<file path="src/core/gpit_pkg.sv">
// Package with register indices, control field positions and shared types of the interval timer.
package gpit_pkg;

   localparam logic [1:0] REG_CTL = 2'h0;
   localparam logic [1:0] REG_PRD = 2'h1;
   localparam logic [1:0] REG_CNT = 2'h2;

   localparam int BIT_OUTPUT_PIN_FUNCTION   = 0;
   localparam int BIT_OUTPUT_INVERT = 1;
   localparam int BIT_OUTPUT_PIN_LEVEL = 2;
   localparam int BIT_INPUT_PIN_LEVEL  = 3;
   localparam int BIT_PULSE_WIDTH_SELECT   = 4;
   localparam int BIT_GO     = 6;
   localparam int BIT_HLD    = 7;
   localparam int BIT_CP     = 8;
   localparam int BIT_CLOCK_SOURCE_SELECT = 9;
   localparam int BIT_INPUT_INVERT = 10;
   localparam int BIT_TIMER_STATUS_SIGNAL  = 11;

   localparam logic [31:0] PRD_RESET = 32'h0000_0000;
   localparam logic [31:0] CNT_RESET = 32'h0000_0000;
   localparam int          INT_DIV   = 4;

   typedef struct packed {
      logic input_invert;
      logic clock_source_select;
      logic clock_pulse_mode;
      logic count_run;
      logic pulse_width_select;
      logic output_pin_level;
      logic output_invert;
      logic output_pin_function;
   } gpit_ctl_s;

   localparam gpit_ctl_s CTL_RESET = '{default: 1'b0};

endpackage

</file>
<file path="src/core/gpit_timer.sv">
// Top of the 32-bit general-purpose interval timer with control, period and count registers.
`timescale 1ns/1ns
`default_nettype none
module gpit_timer #(
   parameter int DIV          = gpit_pkg::INT_DIV,
   parameter bit HALT_SUPPORT = 1'b1
) (
   input  wire logic        clk,
   input  wire logic        rst_n,
   input  wire logic [1:0]  reg_sel,
   input  wire logic        reg_wr,
   input  wire logic        reg_rd,
   input  wire logic [31:0] reg_wdata,
   output logic      [31:0] reg_rdata,
   input  wire logic        timer_input_pin,
   output logic             timer_output_pin,
   output logic             timer_irq,
   output logic             timer_dma_evt,
   input  wire logic        emu_halt
);
   gpit_pkg::gpit_ctl_s ctl_ff;
   logic [31:0]         period_ff;
   logic [31:0]         count_ff;
   logic [31:0]         nxt_count;
   logic [31:0]         rdata_ff;
   logic                started_ff;
   logic                status_ff;
   logic [1:0]          width_ff;
   logic                src_prev_ff;
   logic                out_ff;
   logic                pin_lvl;
   logic                div_lvl;
   logic                src_lvl;
   logic                edge_tick;
   logic                halted;
   logic                cnt_en;
   logic                adv;
   logic                hit;
   logic                wr_ctl;
   logic                wr_prd;
   logic                wr_cnt;
   logic                go_start;

   gpit_sync u_sync (
      .clk   (clk),
      .rst_n (rst_n),
      .din   (timer_input_pin),
      .dout  (pin_lvl)
   );

   gpit_div #(.DIV(DIV)) u_div (
      .clk   (clk),
      .rst_n (rst_n),
      .lvl   (div_lvl)
   );

   assign wr_ctl   = reg_wr && (reg_sel == gpit_pkg::REG_CTL);
   assign wr_prd   = reg_wr && (reg_sel == gpit_pkg::REG_PRD);
   assign wr_cnt   = reg_wr && (reg_sel == gpit_pkg::REG_CNT);
   // Start only when both start and run are written as one.
   assign go_start = wr_ctl && reg_wdata[gpit_pkg::BIT_GO] && reg_wdata[gpit_pkg::BIT_HLD];

   // Source select and polarity; the internal clock ignores input invert.
   assign src_lvl = ctl_ff.clock_source_select ? div_lvl
                                               : (pin_lvl ^ ctl_ff.input_invert);
   assign edge_tick = src_lvl && !src_prev_ff;
   assign halted    = HALT_SUPPORT && emu_halt && ctl_ff.clock_source_select;
   assign cnt_en    = ctl_ff.count_run && !halted;
   assign adv       = edge_tick && cnt_en;
   assign hit       = started_ff && (count_ff == period_ff);

   always_ff @(posedge clk or negedge rst_n) begin
      if (!rst_n) begin
         src_prev_ff <= 1'b0;
      end else begin
         src_prev_ff <= src_lvl;
      end
   end

   always_comb begin
      if (wr_cnt) begin
         nxt_count = reg_wdata;
      end else if (go_start) begin
         nxt_count = 32'h0000_0000;
      end else if (cnt_en && hit) begin
         nxt_count = 32'h0000_0000;
      end else if (adv) begin
         nxt_count = count_ff + 32'h0000_0001;
      end else begin
         nxt_count = count_ff;
      end
   end

   always_ff @(posedge clk or negedge rst_n) begin
      if (!rst_n) begin
         count_ff <= gpit_pkg::CNT_RESET;
      end else begin
         count_ff <= nxt_count;
      end
   end

   always_ff @(posedge clk or negedge rst_n) begin
      if (!rst_n) begin
         period_ff <= gpit_pkg::PRD_RESET;
      end else if (wr_prd) begin
         period_ff <= reg_wdata;
      end
   end

   // The start bit is never stored, so it reads back as zero.
   always_ff @(posedge clk or negedge rst_n) begin
      if (!rst_n) begin
         ctl_ff <= gpit_pkg::CTL_RESET;
      end else if (wr_ctl) begin
         ctl_ff.input_invert        <= reg_wdata[gpit_pkg::BIT_INPUT_INVERT];
         ctl_ff.clock_source_select <= reg_wdata[gpit_pkg::BIT_CLOCK_SOURCE_SELECT];
         ctl_ff.clock_pulse_mode    <= reg_wdata[gpit_pkg::BIT_CP];
         ctl_ff.count_run           <= reg_wdata[gpit_pkg::BIT_HLD];
         ctl_ff.pulse_width_select  <= reg_wdata[gpit_pkg::BIT_PULSE_WIDTH_SELECT];
         ctl_ff.output_pin_level    <= reg_wdata[gpit_pkg::BIT_OUTPUT_PIN_LEVEL];
         ctl_ff.output_invert       <= reg_wdata[gpit_pkg::BIT_OUTPUT_INVERT];
         ctl_ff.output_pin_function <= reg_wdata[gpit_pkg::BIT_OUTPUT_PIN_FUNCTION];
      end
   end

   always_ff @(posedge clk or negedge rst_n) begin
      if (!rst_n) begin
         started_ff <= 1'b0;
      end else if (go_start) begin
         started_ff <= 1'b1;
      end
   end

   // Status generation; a control write in the same cycle freezes the update.
   always_ff @(posedge clk or negedge rst_n) begin
      if (!rst_n) begin
         status_ff <= 1'b0;
         width_ff  <= 2'h0;
      end else if (!wr_ctl) begin
         if (ctl_ff.clock_pulse_mode) begin
            width_ff <= 2'h0;
            if (hit && cnt_en) begin
               status_ff <= !status_ff;
            end
         end else if (hit) begin
            // A match that lands as the pulse ends keeps the status high.
            status_ff <= 1'b1;
            width_ff  <= {1'b0, ctl_ff.pulse_width_select} + 2'h1;
         end else if (adv && width_ff != 2'h0) begin
            width_ff <= width_ff - 2'h1;
         end else if (width_ff == 2'h0) begin
            // The pulse ends one clock after its last input edge, one input period wide, or two when pulse_width_select is set.
            status_ff <= 1'b0;
         end
      end
   end

   always_ff @(posedge clk or negedge rst_n) begin
      if (!rst_n) begin
         out_ff <= 1'b0;
      end else if (ctl_ff.output_pin_function) begin
         out_ff <= status_ff ^ ctl_ff.output_invert;
      end else begin
         out_ff <= ctl_ff.output_pin_level;
      end
   end

   always_ff @(posedge clk or negedge rst_n) begin
      if (!rst_n) begin
         rdata_ff <= 32'h0000_0000;
      end else if (reg_rd) begin
         unique case (reg_sel)
            gpit_pkg::REG_CTL: begin
               rdata_ff                       <= 32'h0000_0000;
               rdata_ff[gpit_pkg::BIT_TIMER_STATUS_SIGNAL]  <= status_ff;
               rdata_ff[gpit_pkg::BIT_INPUT_INVERT] <= ctl_ff.input_invert;
               rdata_ff[gpit_pkg::BIT_CLOCK_SOURCE_SELECT] <= ctl_ff.clock_source_select;
               rdata_ff[gpit_pkg::BIT_CP]     <= ctl_ff.clock_pulse_mode;
               rdata_ff[gpit_pkg::BIT_HLD]    <= ctl_ff.count_run;
               rdata_ff[gpit_pkg::BIT_PULSE_WIDTH_SELECT]   <= ctl_ff.pulse_width_select;
               rdata_ff[gpit_pkg::BIT_INPUT_PIN_LEVEL]  <= pin_lvl;
               rdata_ff[gpit_pkg::BIT_OUTPUT_PIN_LEVEL] <= ctl_ff.output_pin_level;
               rdata_ff[gpit_pkg::BIT_OUTPUT_INVERT] <= ctl_ff.output_invert;
               rdata_ff[gpit_pkg::BIT_OUTPUT_PIN_FUNCTION]   <= ctl_ff.output_pin_function;
            end
            gpit_pkg::REG_PRD: rdata_ff <= period_ff;
            gpit_pkg::REG_CNT: rdata_ff <= count_ff;
            default:           rdata_ff <= 32'h0000_0000;
         endcase
      end
   end

   assign reg_rdata        = rdata_ff;
   assign timer_output_pin = out_ff;
   assign timer_irq        = status_ff;
   assign timer_dma_evt    = status_ff;

   a_go_clears: assert property (@(posedge clk) disable iff (!rst_n)
      go_start |=> (count_ff == 32'h0000_0000) && started_ff)
      else $error("start did not clear the counter");

   a_wrap_zero: assert property (@(posedge clk) disable iff (!rst_n)
      (cnt_en && hit && !reg_wr) |=> (count_ff == 32'h0000_0000))
      else $error("counter did not return to zero after period match");

   a_step_one: assert property (@(posedge clk) disable iff (!rst_n)
      (adv && !hit && !reg_wr) |=> (count_ff == $past(count_ff) + 32'h0000_0001))
      else $error("counter did not advance by one on an input edge");

   a_hold_count: assert property (@(posedge clk) disable iff (!rst_n)
      (!ctl_ff.count_run && !reg_wr) |=> $stable(count_ff))
      else $error("counter moved while held");

   a_halt_stops: assert property (@(posedge clk) disable iff (!rst_n)
      (halted && !reg_wr) |=> $stable(count_ff))
      else $error("counter moved during emulation halt");

   a_bus_wins: assert property (@(posedge clk) disable iff (!rst_n)
      wr_cnt |=> (count_ff == $past(reg_wdata)))
      else $error("bus write to count was lost");

   a_idle_status: assert property (@(posedge clk) disable iff (!rst_n)
      !started_ff |-> !status_ff)
      else $error("status active before start");

   a_pulse_rise: assert property (@(posedge clk) disable iff (!rst_n)
      (!ctl_ff.clock_pulse_mode && hit && !wr_ctl) |=> status_ff)
      else $error("pulse status did not rise after period match");

   a_clock_flip: assert property (@(posedge clk) disable iff (!rst_n)
      (ctl_ff.clock_pulse_mode && hit && cnt_en && !wr_ctl) |=> (status_ff != $past(status_ff)))
      else $error("clock mode status did not toggle");

   a_pin_drive: assert property (@(posedge clk) disable iff (!rst_n)
      ##1 timer_output_pin == ($past(ctl_ff.output_pin_function)
         ? ($past(status_ff) ^ $past(ctl_ff.output_invert)) : $past(ctl_ff.output_pin_level)))
      else $error("output pin does not follow its selected source");

   c_pulse_hit:  cover property (@(posedge clk) disable iff (!rst_n)
      !ctl_ff.clock_pulse_mode && hit && ctl_ff.count_run ##1 status_ff);
   c_clock_flip: cover property (@(posedge clk) disable iff (!rst_n)
      ctl_ff.clock_pulse_mode && hit && cnt_en ##1 status_ff);
   c_overflow:   cover property (@(posedge clk) disable iff (!rst_n)
      adv && count_ff == 32'hFFFF_FFFF);
endmodule
`default_nettype wire

</file>
<file path="src/core/gpit_sync.sv">
// Three-stage input synchroniser whose output changes once the last two stages agree.
`timescale 1ns/1ns
`default_nettype none
module gpit_sync (
   input  wire logic clk,
   input  wire logic rst_n,
   input  wire logic din,
   output logic      dout
);
   logic s1_ff;
   logic s2_ff;
   logic s3_ff;
   logic out_ff;

   always_ff @(posedge clk or negedge rst_n) begin
      if (!rst_n) begin
         s1_ff <= 1'b0;
         s2_ff <= 1'b0;
         s3_ff <= 1'b0;
      end else begin
         s1_ff <= din;
         s2_ff <= s1_ff;
         s3_ff <= s2_ff;
      end
   end

   always_ff @(posedge clk or negedge rst_n) begin
      if (!rst_n) begin
         out_ff <= 1'b0;
      end else if (s2_ff == s3_ff) begin
         out_ff <= s3_ff;
      end
   end

   assign dout = out_ff;
endmodule
`default_nettype wire

</file>
<file path="src/core/gpit_div.sv">
// Free-running divider that makes the internal timer input clock as a square-wave level.
`timescale 1ns/1ns
`default_nettype none
module gpit_div #(
   parameter int DIV = 4
) (
   input  wire logic clk,
   input  wire logic rst_n,
   output logic      lvl
);
   localparam int W = $clog2(DIV);
   localparam logic [W-1:0] LAST = W'(DIV - 1);
   localparam logic [W-1:0] HALF = W'(DIV / 2);

   logic [W-1:0] cnt_ff;
   logic         lvl_ff;

   always_ff @(posedge clk or negedge rst_n) begin
      if (!rst_n) begin
         cnt_ff <= '0;
      end else if (cnt_ff == LAST) begin
         cnt_ff <= '0;
      end else begin
         cnt_ff <= cnt_ff + W'(1);
      end
   end

   always_ff @(posedge clk or negedge rst_n) begin
      if (!rst_n) begin
         lvl_ff <= 1'b0;
      end else begin
         lvl_ff <= (cnt_ff < HALF);
      end
   end

   assign lvl = lvl_ff;
endmodule
`default_nettype wire

</file>
<file path="config.mk">
export PLATFORM = sky130hd
export DESIGN_NAME = gpit_timer
export DESIGN_NICKNAME = d
export VERILOG_FILES = /design/src/core/gpit_pkg.sv /design/src/core/gpit_timer.sv /design/src/core/gpit_sync.sv /design/src/core/gpit_div.sv
export SDC_FILE = /design/constraint.sdc
export NUM_CORES = 1
export LEC_CHECK = 0
export BUFFER_PORTS_ARGS = -buffer_cell sky130_fd_sc_hd__buf_2
export CORE_ASPECT_RATIO = 1.75
export CORE_MARGIN = 2
export CORE_UTILIZATION = 53
export DETAILED_ROUTE_END_ITERATION = 8
export PLACE_DENSITY = 0.86
export SYNTH_ARGS = -nofsm -noshare
export SYNTH_HDL_FRONTEND = slang
export SYNTH_SLANG_ARGS = --single-unit
</file>
<file path="constraint.sdc">
create_clock -name clk -period 2.05 [get_ports clk]
set_input_delay 0.205 -clock clk [delete_from_list [all_inputs] [get_ports clk]]
set_output_delay 0.205 -clock clk [all_outputs]
set_load 0.03 [all_outputs]
</file>
After elaboration in Yosys (flattened, before gate mapping). Index checks and enable logic that the tools add are counted. Widths: inputs -> output; s select.

Add/sub/neg operators: 4. Magnitude comparators: 1. Equality and inequality tests: 7. Multiplexer cells: 16. Bitwise operators: 3. Reduce and logical (&&, ||, !) cells: 23.

Operators by type and width (count): $mux 32 (4); $pmux 32 s3 (1); $add 32x1->32 const B (1); $eq 32x32->1 (1); $logic_and 1x1->1 (12); $mux 2 (4); $mux 1 (7); $reduce_bool 3->1 (2); $eq 2x2->1 const B (2); $logic_not 2->1 (2); $reduce_and 4->1 (1); $reduce_bool 4->1 (1); $logic_not 1->1 (3); $ne 3x3->1 const B (1); $add 1x1->2 const B (1); $add 2x1->2 const B (1); $eq 2x1->1 const B (1); $lt 2x2->1 const B (1); $ne 2x1->1 const B (1); $reduce_and 2->1 (1); $reduce_bool 2->1 (1); $sub 2x1->2 const B (1); $xor 1x1->1 (2); $eq 1x1->1 (1); $not 1->1 (1).

Register bits: 117. Bits of input ports: 40. Logic and storage cells: 76.

Longest topological paths before layout.
Depth in word-level cells: 8. Depth in mapped cells: 9. Mapped depth without buffers: 7.

Modules after synthesis. A second synthesis with hierarchy kept.

Cells, all modules: 668. Area total of the unflattened synthesis: 6399.9 um^2.

By module, submodules not included: gpit_timer (times used 1, cells each 657, area an instance 6193.4 um^2); gpit_sync (times used 1, cells each 5, area an instance 111.4 um^2); gpit_div (times used 1, cells each 6, area an instance 95.1 um^2).

Worst setup path before layout. No wires, ideal clock.

Path kind: reg2reg. From: register count_ff[11]. To: register count_ff[20]. Arrival: 1.901 ns. Required time: 1.917 ns. Slack: 0.016 ns. Stages on the path, launching flop included: 9. Path buffers: 2. Period minus slack after synthesis: 2.034 ns. Cells stage by stage: dfrtp_1 -> buf_2 -> nand2_1 -> or3_1 -> buf_6 -> nor4_1 -> mux2_1 -> a32oi_1 -> a21oi_1.

Word-level cells in the longest chain between the ends: 6. Elaborated cells between the ends (all ways): 9.

Ends and longest elaborated chain: from (decl) (RTL line gpit_timer.sv:23) `logic [31:0] count_ff;`; from (signal assigned) (RTL line gpit_timer.sv:96) `count_ff <= gpit_pkg::CNT_RESET;`; from (signal assigned) (RTL line gpit_timer.sv:98) `count_ff <= nxt_count;`; parallel branches: the longest is 6 deep, another holds $add 32x1->32.

Several ways; the timed one is not identified. The select of a mux whose other input is x is not followed. A chain may end at the register's enable or synchronous reset.

Worst setup path in the final report.
From: register period_ff[31]. To: register count_ff[25].

Word-level cells in the longest chain between the ends: 6. Elaborated cells between the ends (all ways): 7.

Ends and longest elaborated chain: from (decl) (RTL line gpit_timer.sv:22) `logic [31:0] period_ff;`; from (signal assigned) (RTL line gpit_timer.sv:104) `period_ff <= gpit_pkg::PRD_RESET;`; from (signal assigned) (RTL line gpit_timer.sv:106) `period_ff <= reg_wdata;`; $eq 32x32->1 * (RTL line gpit_timer.sv:70) `assign hit = started_ff && (count_ff == period_ff);`; $logic_and 1x1->1 * (RTL line gpit_timer.sv:70); $logic_and 1x1->1 * (RTL line gpit_timer.sv:85) `end else if (cnt_en && hit) begin`; $mux 32 (RTL line gpit_timer.sv:85); $mux 32 (RTL line gpit_timer.sv:83) `end else if (go_start) begin`; $mux 32 (RTL line gpit_timer.sv:81) `if (wr_cnt) begin`.

Every way passes the cells marked *; elsewhere a longest branch is shown, timed or not.

==> reports/qor_table.md <==
| Metric | This run |
|:---|:---|
| Outcome | finished with violations |
| Violations in the final reports | negative setup slack |
| Critical path class | flop to flop |
| Number of flops mapped to enable cells by yosys | 0 |
| Syn Std Cell Area | 6320 um2 |
| Effective utilization at floorplan | 0.546 |
| Filler Cell Count | 782 |
| Required time reported for the critical path endpoint | 2340 ps |
| Share of the core filled with cells | 0.723 |
| Share of synthesized registers carrying an async set or reset | 1.00 |
| Total number of vias | 6,044 |
| Final-stage net count | 810 |
| Area overhead of the layout relative to synthesis | 32.5% |
| Cell count after placement | 869 |
| Fraction of layout cells with a size suffix above 1 | 0.395 |
| Worst hold path class | input pin to flop |
| Number of clock sinks | 117 |
| Synthesis warning total | 0 |
| Average routed wire per standard cell | 23.0 um |
| Number of antenna violations at the first check in global routing | 0 |
| Synthesized instance count | 626 |
| Top cells by count, synth | sky130_fd_sc_hd__dfrtp_1 (117), sky130_fd_sc_hd__a21oi_1 (70), sky130_fd_sc_hd__nor2_1 (56) |
| Areal power density over the cells | 930 nW/um2 |
| Skew final | 8.58 ps |
| Mean post-synth cell area | 10.1 um2 |
| Main synth FF type | sky130_fd_sc_hd__dfrtp_1 |
| Htree depth | 4 |
| First-pass GRT wire length | 32,100 um |
| DRC violations left | 0 |
| Area leader, netlist | sky130_fd_sc_hd__dfrtp_1 |
| Clock transition at the registers of the reported paths | 50 ps |
| Worst supply voltage drop on vdd | 0.640 mV |
| Total met2 wirelength after detailed routing | 10,700 um |
| Synthesized netlist net count | 669 |
| Final Non-Filler Cells | 914 |
| Pin count of the biggest net entering global routing | 47 |
| Area contributors post-synth | sky130_fd_sc_hd__dfrtp_1 (46%), sky130_fd_sc_hd__mux2_2 (7.1%), sky130_fd_sc_hd__a21oi_1 (5.5%) |
| Fraction of the cycle the final worst path needs | 1.04 |
| Final max-slew violation count | 0 |
| Final setup violating endpoints | 10 |
| CTS tree | done |
| Gp weighted congestion | 0.999 |
| Setup TNS | -347 ps |
| HPWL Detailed | 14,100 um |
| Final Hold Viols | 0 |
| Area of the core | 11,600 um2 |
| Later-pin clock latency in the skew report | 420 ps |
| M1 wire length | 7050 um |
| Number of register bits inferred by synthesis | 117 |
| Critical Path Start Type | flop |
| Max Root-Sink Buffers | 2 |
| IO Port Bufs | 74 |
| Synth unique cells | 67 |
| Highest routed metal layer | met4 |
| Cell with the most instances after synthesis | sky130_fd_sc_hd__dfrtp_1 |
| Number of routed nets with antenna violations | 0 |
| Static leakage power | 3.69 nW |
| Root Driver | sky130_fd_sc_hd__clkbuf_16 |
| Share of Yosys cell area claimed by the top area cell type | 0.463 |
| Router iterations before antenna repair | 7 |
| RSZ-0062 raised after global routing | yes |
| Max-cap violations | 0 |
| Register area share after synthesis | 0.463 |
| Via density per instance | 6.61 |
| Worst slew margin relative to its limit | 0.560 |
| Area of the die | 12,800 um2 |
| Tightest Pin Transition | 660 ps |
| Routed wl met3 | 1430 um |
| Setup ws final | -76.7 ps |
| Total GRT Usage | 0.328 |
| Signal arrival time at the worst endpoint | 2420 ps |
| Number of clock buffers inserted by TritonCTS | 17 |
| Number of I/O pins | 75 |
| Vert. Die Dim | 148 um |
| Maximum fanout encountered on the critical timing path | 16 |
| Grt total ovfl | 0 |
| CP Capture Type | flop |
| Achievable clock frequency | 470 MHz |
| ANT cells | 0 |
| Total Routed Length | 21,000 um |
| Number of global-route vias before repair | 6,088 |
| Final critical path time including I/O delays and setup | 2130 ps |
| Die X-Extent | 86.5 um |
| Initial detailed-routing violation count | 638 |
| Number of placement rows | 52 |
## repair_timing
item                                   4_1_cts  5_1_grt
buffers inserted                             7        5
pin swaps                                    9       10
setup endpoints to repair                   33       31
gates resized for setup                     21       45
endpoints found under the hold margin       37        0
hold buffers                                 2        0
## critical path, cell delays in order (launching register included)
cell,delay [ps]
sky130_fd_sc_hd__dfrtp_1,420
sky130_fd_sc_hd__xnor2_1,260
sky130_fd_sc_hd__nand4_1,180
sky130_fd_sc_hd__nor4_2,350
sky130_fd_sc_hd__nand4_1,190
sky130_fd_sc_hd__buf_4,260
sky130_fd_sc_hd__a32oi_2,270
sky130_fd_sc_hd__a21oi_1,70
## kinds of logic (layout without fill, tap and decap cells)
family                   count (synthesis)  in the layout  synth area share
AO/OA/AOI/OAI                          173            173             0.192
AND/OR/NAND/NOR                        171            171             0.143
buffers and inverters                   72            225            0.0493
XOR/XNOR                                33             33            0.0469
flip-flops                             117            117             0.463
multiplexers                            56             56            0.0976
adder cells (fa/ha/maj)                  4              4           0.00752
## cell type report
class                      count  area [um2]  area share
tap                          135         169      0.0202
timing repair buffer         171        1220       0.146
sequential                   117        2930       0.350
multi-input combinational    437        3370       0.402
inverter                      23        86.3      0.0103
clock buffer                  22         464      0.0554
clock inverter                 9         128      0.0152
## final timing paths
| check | from | endpoint | slack [ps] | cells past startpoint |
|---|---|---|---|---|
| max | period_ff[31] | count_ff[25] | -80 | 7 |
| min | reg_wdata[27] | count_ff[27] | 20 | 3 |
| max reg2reg | period_ff[31] | count_ff[25] | -80 | 7 |
| min reg2reg | u_sync.s1_ff | u_sync.s2_ff | 360 | 0 |
| max in group asynchronous | rst_n | count_ff[12] | 1060 | 3 |
| min in group asynchronous | rst_n | period_ff[5] | 320 | 2 |
## report_power, final
part,total [mW],internal [mW],switching (mW)
Combinational,1.84,0.822,1.02
Sequential,2.92,2.61,0.315
Clock,3.02,1.96,1.06
Total,7.79,5.39,2.40
## layer usage
layer  vias up  global-route usage
met3       137              0.0594
met4         0               0.243
met5         -                   0
met1      2932               0.361
met2       395               0.553
li1       2580                   -
## state kept, by name (all words and copies together) (netlist names), 2 cells and up
register and count:
ctl_ff 8, reg_rdata 32, u_div.cnt_ff 2, period_ff 32, width_ff 2, count_ff 32
## placed cells by master, fill, tap and decap left out, types with 4 or more instances in the layout
master / Yosys / final
sky130_fd_sc_hd__nand2_1: 38 / 36
sky130_fd_sc_hd__a21oi_2: 0 / 4
sky130_fd_sc_hd__a2bb2oi_2: 0 / 7
sky130_fd_sc_hd__mux2_2: 40 / 40
sky130_fd_sc_hd__nor4_1: 8 / 4
sky130_fd_sc_hd__mux2i_1: 11 / 11
sky130_fd_sc_hd__a21o_1: 6 / 6
sky130_fd_sc_hd__xnor2_1: 27 / 22
sky130_fd_sc_hd__buf_2: 17 / 73
sky130_fd_sc_hd__a32oi_2: 0 / 5
sky130_fd_sc_hd__nor4_4: 1 / 5
sky130_fd_sc_hd__a31o_2: 4 / 4
sky130_fd_sc_hd__dfrtp_2: 0 / 5
sky130_fd_sc_hd__nand3_1: 11 / 10
sky130_fd_sc_hd__a32oi_1: 16 / 11
sky130_fd_sc_hd__nor2_1: 56 / 55
sky130_fd_sc_hd__o21a_1: 4 / 4
sky130_fd_sc_hd__nor3_1: 5 / 4
sky130_fd_sc_hd__clkbuf_16: 0 / 17
sky130_fd_sc_hd__dfrtp_1: 117 / 112
sky130_fd_sc_hd__buf_12: 0 / 7
sky130_fd_sc_hd__and2_1: 5 / 5
sky130_fd_sc_hd__and4_1: 8 / 7
sky130_fd_sc_hd__nand4_1: 16 / 16
sky130_fd_sc_hd__xnor2_2: 1 / 6
sky130_fd_sc_hd__buf_4: 3 / 81
sky130_fd_sc_hd__buf_6: 1 / 8
sky130_fd_sc_hd__a21oi_1: 70 / 66
sky130_fd_sc_hd__a22oi_1: 24 / 23
sky130_fd_sc_hd__o21ai_1: 5 / 5
sky130_fd_sc_hd__a31oi_1: 6 / 6
sky130_fd_sc_hd__inv_1: 23 / 23
## stage by stage
| stage | power [mW] | hold slack [ps] | setup WS (ps) | instance area [um2] |
|---|---|---|---|---|
| floorplan | 3.81 | -90.6 | 15.5 | 6320 |
| global placement | 4.48 | 215 | -56.2 | 7340 |
| detailed placement | 4.56 | 223 | -108 | 7340 |
| CTS | 7.63 | 13.2 | -23.9 | 8130 |
| global route | 8.01 | 36.9 | -165 | 8370 |
| finish | 7.79 | 21.9 | -76.7 | 8370 |
No activity file was read; power rests on OpenSTA's default activity.
